`config.mk`:
```
export PLATFORM = sky130hd
export DESIGN_NAME = ccs_regs
export DESIGN_NICKNAME = d
export VERILOG_FILES = /design/src/pkg/ccs_pkg.sv /design/src/hdl/ccs_status_capture.sv /design/src/hdl/ccs_safety_timer.sv /design/src/hdl/ccs_regs.sv
export SDC_FILE = /design/constraint.sdc
export NUM_CORES = 1
export LEC_CHECK = 0
export BUFFER_PORTS_ARGS = -buffer_cell sky130_fd_sc_hd__clkbuf_2
export CORE_UTILIZATION = 25
export DETAILED_ROUTE_END_ITERATION = 8
export PLACE_DENSITY = 0.53
export REMOVE_ABC_BUFFERS = 1
export SLEW_MARGIN = 25
export SYNTH_ARGS = -nofsm -noshare
export SYNTH_HDL_FRONTEND = slang
export SYNTH_HIERARCHICAL = 1
export SYNTH_SLANG_ARGS = --single-unit
```
`constraint.sdc`:
```
create_clock -name clk -period 1.9 [get_ports clk]
set_clock_uncertainty 0.2 [all_clocks]
set_input_delay 0.095 -clock clk [delete_from_list [all_inputs] [get_ports clk]]
set_output_delay 0.095 -clock clk [all_outputs]
set_load 0.1 [all_outputs]
```
`src/pkg/ccs_pkg.sv`:
```
package ccs_pkg;
    // Register offsets
    localparam logic [7:0] ADDR_SAFETY_IRQ = 8'h06;
    localparam logic [7:0] ADDR_THERM_RAIL = 8'h07;
    localparam logic [7:0] ADDR_CHG_STATUS = 8'h08;
    localparam logic [7:0] ADDR_FAULT_STATUS = 8'h09;
    // Reset values
    localparam logic [7:0] RST_SAFETY_IRQ = 8'hC0;
    localparam logic [7:0] RST_THERM_RAIL = 8'h37;
    localparam logic [7:0] RST_CHG_STATUS = 8'h00;
    localparam logic [7:0] RST_FAULT_STATUS = 8'h00;
    // Field positions, register 0x06
    localparam int BIT_NTC_EN = 7;
    localparam int BIT_SLOW_TMR = 6;
    localparam int BIT_SW_OFF = 5;
    localparam int BIT_PG_MASK = 4;
    localparam int BIT_DONE_MASK = 3;
    localparam int BIT_PHASE_MASK = 2;
    localparam int BIT_NTC_MASK = 1;
    localparam int BIT_OVP_MASK = 0;
    // Register 0x07
    localparam int BIT_BOARD_OT = 7;
    localparam int BIT_VIN_LOOP = 6;
    localparam int POS_TJ = 4;
    localparam int POS_RAIL = 0;
    // Register 0x08
    localparam int BIT_WD_EXP = 7;
    localparam int BIT_LIM_REL = 6;
    localparam int BIT_LIM_BOOST = 5;
    localparam int POS_PHASE = 3;
    localparam int BIT_PATH_LIM = 2;
    localparam int BIT_IN_GOOD = 1;
    localparam int BIT_TJ_LIM = 0;
    // Register 0x09
    localparam int POS_SHIP_DGL = 6;
    // Writable masks for partly read-only registers
    localparam logic [7:0] WMASK_CHG_STATUS = 8'h60;
    localparam logic [7:0] WMASK_FAULT_STATUS = 8'hC0;
    // Watchdog-resettable bits per register
    localparam logic [7:0] WDMASK_SAFETY_IRQ = 8'hDF;
    localparam logic [7:0] WDMASK_THERM_RAIL = 8'hF0;
    localparam logic [7:0] WDMASK_CHG_STATUS = 8'h60;
    localparam logic [7:0] WDMASK_FAULT_STATUS = 8'h00;
    // Charge phase codes
    localparam logic [1:0] PHASE_IDLE = 2'h0;
    localparam logic [1:0] PHASE_PRE = 2'h1;
    localparam logic [1:0] PHASE_FAST = 2'h2;
    localparam logic [1:0] PHASE_DONE = 2'h3;
    // Safety timer prescale when slowed
    localparam logic [1:0] TMR_DIV_SLOW = 2'h1;
    // Watchdog period code meaning disabled
    localparam logic [1:0] WD_PERIOD_OFF = 2'h0;
endpackage

```
`src/hdl/ccs_status_capture.sv`:
```
`timescale 1ns/1ps
// Registers live status inputs into the read-only fields
module ccs_status_capture (
    input wire logic clk,
    input wire logic resetn,
    input wire logic wd_expired,
    input wire logic [1:0] charge_phase,
    input wire logic path_limit_active,
    input wire logic input_good_flag,
    input wire logic die_temp_limiting_flag,
    input wire logic input_fault_flag,
    input wire logic overheat_shutdown_flag,
    input wire logic cell_overvoltage_flag,
    input wire logic charge_timeout_flag,
    input wire logic [1:0] thermistor_range_flags,
    output logic [7:0] chg_ro,
    output logic [7:0] fault_ro
);
    typedef struct packed {
        logic [7:0] chg;
        logic [7:0] fault;
    } ccs_cap_t;

    ccs_cap_t st;
    ccs_cap_t next_st;

    always_comb begin
        next_st.chg = {wd_expired, 2'h0, charge_phase, path_limit_active,
                       input_good_flag, die_temp_limiting_flag};
        next_st.fault = {2'h0, input_fault_flag, overheat_shutdown_flag,
                         cell_overvoltage_flag, charge_timeout_flag,
                         thermistor_range_flags};
    end

    always_ff @(posedge clk or negedge resetn) begin
        if (!resetn) begin
            st <= '0;
        end else begin
            st <= next_st;
        end
    end

    assign chg_ro = st.chg;
    assign fault_ro = st.fault;
endmodule

```
`src/hdl/ccs_safety_timer.sv`:
```
`timescale 1ns/1ps
// Safety timer tick prescaler: halves the tick rate in path limiting
module ccs_safety_timer (
    input wire logic clk,
    input wire logic resetn,
    input wire logic base_tick,
    input wire logic slow_en,
    output logic timer_tick
);
    typedef struct packed {
        logic [1:0] div;
        logic tick;
    } ccs_tmr_t;

    ccs_tmr_t st;
    ccs_tmr_t next_st;

    always_comb begin
        next_st = st;
        next_st.tick = 1'b0;
        if (base_tick) begin
            if (slow_en && st.div != ccs_pkg::TMR_DIV_SLOW) begin
                next_st.div = st.div + 2'h1;
            end else begin
                next_st.div = 2'h0;
                next_st.tick = 1'b1;
            end
        end
    end

    always_ff @(posedge clk or negedge resetn) begin
        if (!resetn) begin
            st <= '0;
        end else begin
            st <= next_st;
        end
    end

    assign timer_tick = st.tick;
endmodule

```
`src/hdl/ccs_regs.sv`:
```
`timescale 1ns/1ps
//////////////////////////////////////////////////////////////////////////////
//////////////////////////////////////////////////////////////////////////////
module ccs_regs (
    input wire logic clk,
    input wire logic resetn,
    // Register port from the serial interface
    input wire logic reg_wr,
    input wire logic reg_rd,
    input wire logic [7:0] reg_addr,
    input wire logic [7:0] reg_wdata,
    output logic [7:0] reg_rdata,
    output logic reg_rvalid,
    // Register reset request and watchdog expiry pulse
    input wire logic reg_reset_req,
    input wire logic watchdog_expire,
    input wire logic [1:0] watchdog_period,
    // Live status from the charger core
    input wire logic [1:0] charge_phase,
    input wire logic input_path_limiting,
    input wire logic input_good_flag,
    input wire logic die_temp_limiting_flag,
    input wire logic input_fault_flag,
    input wire logic overheat_shutdown_flag,
    input wire logic cell_overvoltage_flag,
    input wire logic charge_timeout_flag,
    input wire logic [1:0] thermistor_range_flags,
    // Raw interrupt events and safety timer base tick
    input wire logic ev_input_good,
    input wire logic ev_charge_done,
    input wire logic ev_thermistor,
    input wire logic ev_cell_overvoltage,
    input wire logic safety_base_tick,
    // Controls to the charger core
    output logic thermistor_monitor_enable,
    output logic safety_timer_tick,
    output logic battery_switch_off,
    output logic board_overheat_enable,
    output logic input_voltage_loop_enable,
    output logic [1:0] die_temp_limit_sel,
    output logic [3:0] load_rail_target,
    output logic input_limit_release,
    output logic input_limit_boost,
    output logic [1:0] ship_entry_delay_sel,
    output logic watchdog_active,
    output logic irq_event
);
    typedef enum logic [1:0] {
        CCS_IDLE,
        CCS_WRITE,
        CCS_READ
    } ccs_op_t;

    typedef struct packed {
        logic [7:0] safety;
        logic [7:0] therm;
        logic [7:0] chg_w;
        logic [7:0] fault_w;
        logic [7:0] rdata;
        logic rvalid;
        logic wd_flag;
        logic [1:0] last_phase;
        logic irq;
    } ccs_state_t;

    ccs_state_t st;
    ccs_state_t next_st;
    ccs_op_t op;
    logic [7:0] chg_ro;
    logic [7:0] fault_ro;
    logic phase_change;

    // Merges held writable bits with live read-only bits
    function automatic logic [7:0] ccs_merge(input logic [7:0] wbits,
                                             input logic [7:0] robits,
                                             input logic [7:0] wmask);
        ccs_merge = (wbits & wmask) | (robits & ~wmask);
    endfunction

    // Watchdog expiry restores only its own fields to default
    function automatic logic [7:0] ccs_wd_restore(input logic [7:0] cur,
                                                  input logic [7:0] rst,
                                                  input logic [7:0] wdm);
        ccs_wd_restore = (rst & wdm) | (cur & ~wdm);
    endfunction

    //////////////////////////////////////////////////////////////////////////
    ccs_status_capture u_cap (
        .clk(clk),
        .resetn(resetn),
        .wd_expired(st.wd_flag),
        .charge_phase(charge_phase),
        .path_limit_active(input_path_limiting),
        .input_good_flag(input_good_flag),
        .die_temp_limiting_flag(die_temp_limiting_flag),
        .input_fault_flag(input_fault_flag),
        .overheat_shutdown_flag(overheat_shutdown_flag),
        .cell_overvoltage_flag(cell_overvoltage_flag),
        .charge_timeout_flag(charge_timeout_flag),
        .thermistor_range_flags(thermistor_range_flags),
        .chg_ro(chg_ro),
        .fault_ro(fault_ro)
    );

    ccs_safety_timer u_tmr (
        .clk(clk),
        .resetn(resetn),
        .base_tick(safety_base_tick),
        .slow_en(st.safety[ccs_pkg::BIT_SLOW_TMR] & input_path_limiting),
        .timer_tick(safety_timer_tick)
    );

    //////////////////////////////////////////////////////////////////////////
    always_comb begin
        if (reg_wr) begin
            op = CCS_WRITE;
        end else if (reg_rd) begin
            op = CCS_READ;
        end else begin
            op = CCS_IDLE;
        end
    end

    // Phase change events cover not charging, pre-charge and charge only
    assign phase_change = (charge_phase != st.last_phase) &&
                          (charge_phase != ccs_pkg::PHASE_DONE);

    assign watchdog_active = (watchdog_period != ccs_pkg::WD_PERIOD_OFF);

    always_comb begin
        next_st = st;
        next_st.rvalid = 1'b0;
        next_st.irq = 1'b0;
        next_st.last_phase = charge_phase;
        case (op)
            CCS_WRITE: begin
                case (reg_addr)
                    ccs_pkg::ADDR_SAFETY_IRQ: next_st.safety = reg_wdata;
                    ccs_pkg::ADDR_THERM_RAIL: next_st.therm = reg_wdata;
                    ccs_pkg::ADDR_CHG_STATUS: begin
                        next_st.chg_w = reg_wdata & ccs_pkg::WMASK_CHG_STATUS;
                    end
                    ccs_pkg::ADDR_FAULT_STATUS: begin
                        next_st.fault_w = reg_wdata & ccs_pkg::WMASK_FAULT_STATUS;
                    end
                    default: begin
                    end
                endcase
            end
            CCS_READ: begin
                next_st.rvalid = 1'b1;
                case (reg_addr)
                    ccs_pkg::ADDR_SAFETY_IRQ: next_st.rdata = st.safety;
                    ccs_pkg::ADDR_THERM_RAIL: next_st.rdata = st.therm;
                    ccs_pkg::ADDR_CHG_STATUS: begin
                        next_st.rdata = ccs_merge(st.chg_w, chg_ro,
                                                  ccs_pkg::WMASK_CHG_STATUS);
                    end
                    ccs_pkg::ADDR_FAULT_STATUS: begin
                        next_st.rdata = ccs_merge(st.fault_w, fault_ro,
                                                  ccs_pkg::WMASK_FAULT_STATUS);
                    end
                    default: next_st.rdata = 8'h00;
                endcase
            end
            default: begin
            end
        endcase
        // Masked interrupt events, 0 lets through
        if ((ev_input_good && !st.safety[ccs_pkg::BIT_PG_MASK]) ||
            (ev_charge_done && !st.safety[ccs_pkg::BIT_DONE_MASK]) ||
            (ev_thermistor && !st.safety[ccs_pkg::BIT_NTC_MASK]) ||
            (ev_cell_overvoltage && !st.safety[ccs_pkg::BIT_OVP_MASK]) ||
            (phase_change && !st.safety[ccs_pkg::BIT_PHASE_MASK])) begin
            next_st.irq = 1'b1;
        end
        // Watchdog expiry: sticky flag, restore watchdog-reset fields
        if (watchdog_expire && watchdog_active) begin
            next_st.wd_flag = 1'b1;
            next_st.safety = ccs_wd_restore(next_st.safety, ccs_pkg::RST_SAFETY_IRQ,
                                            ccs_pkg::WDMASK_SAFETY_IRQ);
            next_st.therm = ccs_wd_restore(next_st.therm, ccs_pkg::RST_THERM_RAIL,
                                           ccs_pkg::WDMASK_THERM_RAIL);
            next_st.chg_w = ccs_wd_restore(next_st.chg_w, ccs_pkg::RST_CHG_STATUS,
                                           ccs_pkg::WDMASK_CHG_STATUS);
            next_st.fault_w = ccs_wd_restore(next_st.fault_w, ccs_pkg::RST_FAULT_STATUS,
                                             ccs_pkg::WDMASK_FAULT_STATUS);
        end
        // Register reset restores everything, including switch and rail
        if (reg_reset_req) begin
            next_st.safety = ccs_pkg::RST_SAFETY_IRQ;
            next_st.therm = ccs_pkg::RST_THERM_RAIL;
            next_st.chg_w = ccs_pkg::RST_CHG_STATUS;
            next_st.fault_w = ccs_pkg::RST_FAULT_STATUS;
            // Expiry in the same cycle wins over the clear
            next_st.wd_flag = watchdog_expire && watchdog_active;
        end
    end

    always_ff @(posedge clk or negedge resetn) begin
        if (!resetn) begin
            st.safety <= ccs_pkg::RST_SAFETY_IRQ;
            st.therm <= ccs_pkg::RST_THERM_RAIL;
            st.chg_w <= ccs_pkg::RST_CHG_STATUS;
            st.fault_w <= ccs_pkg::RST_FAULT_STATUS;
            st.rdata <= 8'h00;
            st.rvalid <= 1'b0;
            st.wd_flag <= 1'b0;
            st.last_phase <= ccs_pkg::PHASE_IDLE;
            st.irq <= 1'b0;
        end else begin
            st <= next_st;
        end
    end

    //////////////////////////////////////////////////////////////////////////
    assign reg_rdata = st.rdata;
    assign reg_rvalid = st.rvalid;
    assign irq_event = st.irq;
    assign thermistor_monitor_enable = st.safety[ccs_pkg::BIT_NTC_EN];
    assign battery_switch_off = st.safety[ccs_pkg::BIT_SW_OFF];
    // Enable bits in register 0x07 are active low in the register
    assign board_overheat_enable = ~st.therm[ccs_pkg::BIT_BOARD_OT];
    assign input_voltage_loop_enable = ~st.therm[ccs_pkg::BIT_VIN_LOOP];
    assign die_temp_limit_sel = st.therm[ccs_pkg::POS_TJ +: 2];
    assign load_rail_target = st.therm[ccs_pkg::POS_RAIL +: 4];
    assign input_limit_release = st.chg_w[ccs_pkg::BIT_LIM_REL];
    assign input_limit_boost = st.chg_w[ccs_pkg::BIT_LIM_BOOST];
    assign ship_entry_delay_sel = st.fault_w[ccs_pkg::POS_SHIP_DGL +: 2];
endmodule

```
==> impl_metrics.ini <==
[grt]
met3_usage_pct = 2.69
met1_usage_pct = 15.7
grt_pass1_wl_mm = 8.58
globalRouteMet2Util_pct = 20.7
grt_usage_pct = 12.4
grt_pass1_vias = 1686
antenna_found_initial = 0
grt_max_degree = 25
top_usage_layer = met2
grt_overflow = 0

[layout]
n_antenna_cell = 0
nets = 324
regArea_mm2 = 0.00121
stdcell_count = 391
multi_input_area_um2 = 800
area_delta_synth_final_pct = 35.5
fillers = 910
drive_above_1_share_pct = 37.1

[worst_hold_path]
hold_class = in2reg

[worst_setup_path]
cp_cell_sequence = dlygate4sd3_1 -> clkbuf_2 -> or2_2 -> nand2_1 -> dlygate4sd3_1 -> o21ai_0
crit_family = buffers and inverters
crit_top_cell = dlygate4sd3_1
startpoint_type = input port
crit_buf_inv = 3
cp_max_fo = 3
critPathKind = in2reg
crit_required_ns = 1.87
crit_path_end_kind = flop
cpMaxStageDelayCell = dlygate4sd3_1
cp_slowest_stage_delay_ns = 0.55
arrival_ns = 1.72

[timing]
fin_ws_ns = 0.150
period_needed_ns = 1.75
fin_crit_sh_pct = 92.1
relSlewSlack_pct = 63.1
rsz0062_at_grt = no
final-hold-violation-count = 1
worstMarginPinSlew_ns = 0.555
maxSlewViolCount = 0
max_freq_mhz = 571
whs_ns = -0.000273
finalSetupViolations = 0

[clock_tree]
cts_buffer_depth = 2
postCtsHoldBufs = 28
clkSinkCount = 48
clkLatencyLatePin_ns = 0.30
cts_buffers = 5
h-tree-depth = 2
cts_setup_buffers = 0
cts-root-buf = clkbuf_8
tritoncts = built
ctsResizeCount = 0
cts.clk_slew.worst_paths_ns = 0.09

[detailed_routing]
wl_per_cell_um = 14.0
drt-initial-drc-count = 28
wirelength_mm = 5.46
ant_nets = 0
vias = 1724
vias_per_cell = 4.41
drc = 0
dr.pass1.iters = 4

[floorplanning]
die_w_um = 96.3
rows = 34
ios = 66
initial_utilization_pct = 25.6
die_h_um = 96.3
core_mm2 = 0.00868
die_area_mm2 = 0.00928

[yosys]
syn_inst = 197
yosys_warnings = 6
syn_area_mm2 = 0.00222
syn_area_per_cell_um2 = 11.3

[run]
cap_violations = 0

[outcome]
violations = negative hold slack
status = complete, but fails checks

[place]
pre_cts_slack_ns = -0.0958
dpl.cell_count = 356
gp_congestion = 0.760
port_buffers = 65
dp_hpwl_mm = 4.05

[power]
leakage_uw = 0.00145
fin_total_pwr_uw = 2200
vdd_drop_max_uv = 308
powerDensity_mw_per_mm2 = 731
path summary, 6_finish.rpt:
path	start	to	slack, ns	cells past startpoint
max reg2reg	st[40]	irq_event	0.37	4
min in group asynchronous	resetn	reg_rdata[0]	0.12	3
max	watchdog_period[0]	st[3]	0.15	6
min reg2reg	st[3]	u_cap/chg_ro[7]	0.18	0
min	ev_input_good	irq_event	-0.0003	5
max in group asynchronous	resetn	load_rail_target[1]	1.06	3
layout make-up:
class | instances | area share [%]
clock inverter | 2 | 1.99
timing repair buffer | 105 | 23.1
sequential | 48 | 40.1
tap | 108 | 4.48
multi-input combinational | 111 | 26.5
inverter | 12 | 1.49
clock buffer | 5 | 2.28
registers in the layout, indices dropped and copies added, names as in the netlist, 2 cells and up:
signal                count
ship_entry_delay_sel      2
load_rail_target          4
st                       11
die_temp_limit_sel        2
u_tmr/st                  2
u_cap/fault_ro            6
reg_rdata                 8
u_cap/chg_ro              6
tightest hold or removal path: cells and delay by family:
family          cells  cell delay (ns)
compound gates      2             0.19
buf+inv             2             0.11
simple gates        1             0.06
report_power, final:
part	switching [µW]	internal, µW	total [µW]	leakage, µW
logic	163	123	285	0.000780
clock network	339	518	858	0.0000642
registers	10.4	1050	1060	0.000602
metrics by stage:
| stage | hold WS (ns) | instance area [µm²] | setup TNS, ns | utilization, % |
|---|---|---|---|---|
| finish | -0.000273 | 3010 | 0 | 34.7 |
| global route | 0.0232 | 3010 | 0 | 34.7 |
| CTS | 0.00574 | 3010 | 0 | 34.7 |
| detailed placement | -0.0784 | 2610 | -0.329 | 30.0 |
| global placement | -0.0827 | 2610 | -0.258 | 30.0 |
| floorplan | -0.401 | 2050 | -3.34 | - |
cells in the final DEF (no fill, tap or decap), drive strengths merged, types with 6 or more instances in the layout:
| cell | n |
|---|---|
| a21oi | 6 |
| nor2 | 9 |
| buf | 12 |
| dfrtp | 41 |
| dfstp | 7 |
| dlygate4sd3 | 28 |
| o21ai | 10 |
| inv | 12 |
| a22o | 8 |
| nand3 | 9 |
| clkbuf | 70 |
| nand2 | 13 |
| o22ai | 10 |
| mux2i | 25 |
per-layer routing:
layer  up-vias  routed length [µm]
met5         -                   0
met4         0                  94
met3         7                 260
met2        36                2770
met1       841                2340
li1        840                   -
No activity file was read; power rests on OpenSTA's default activity.
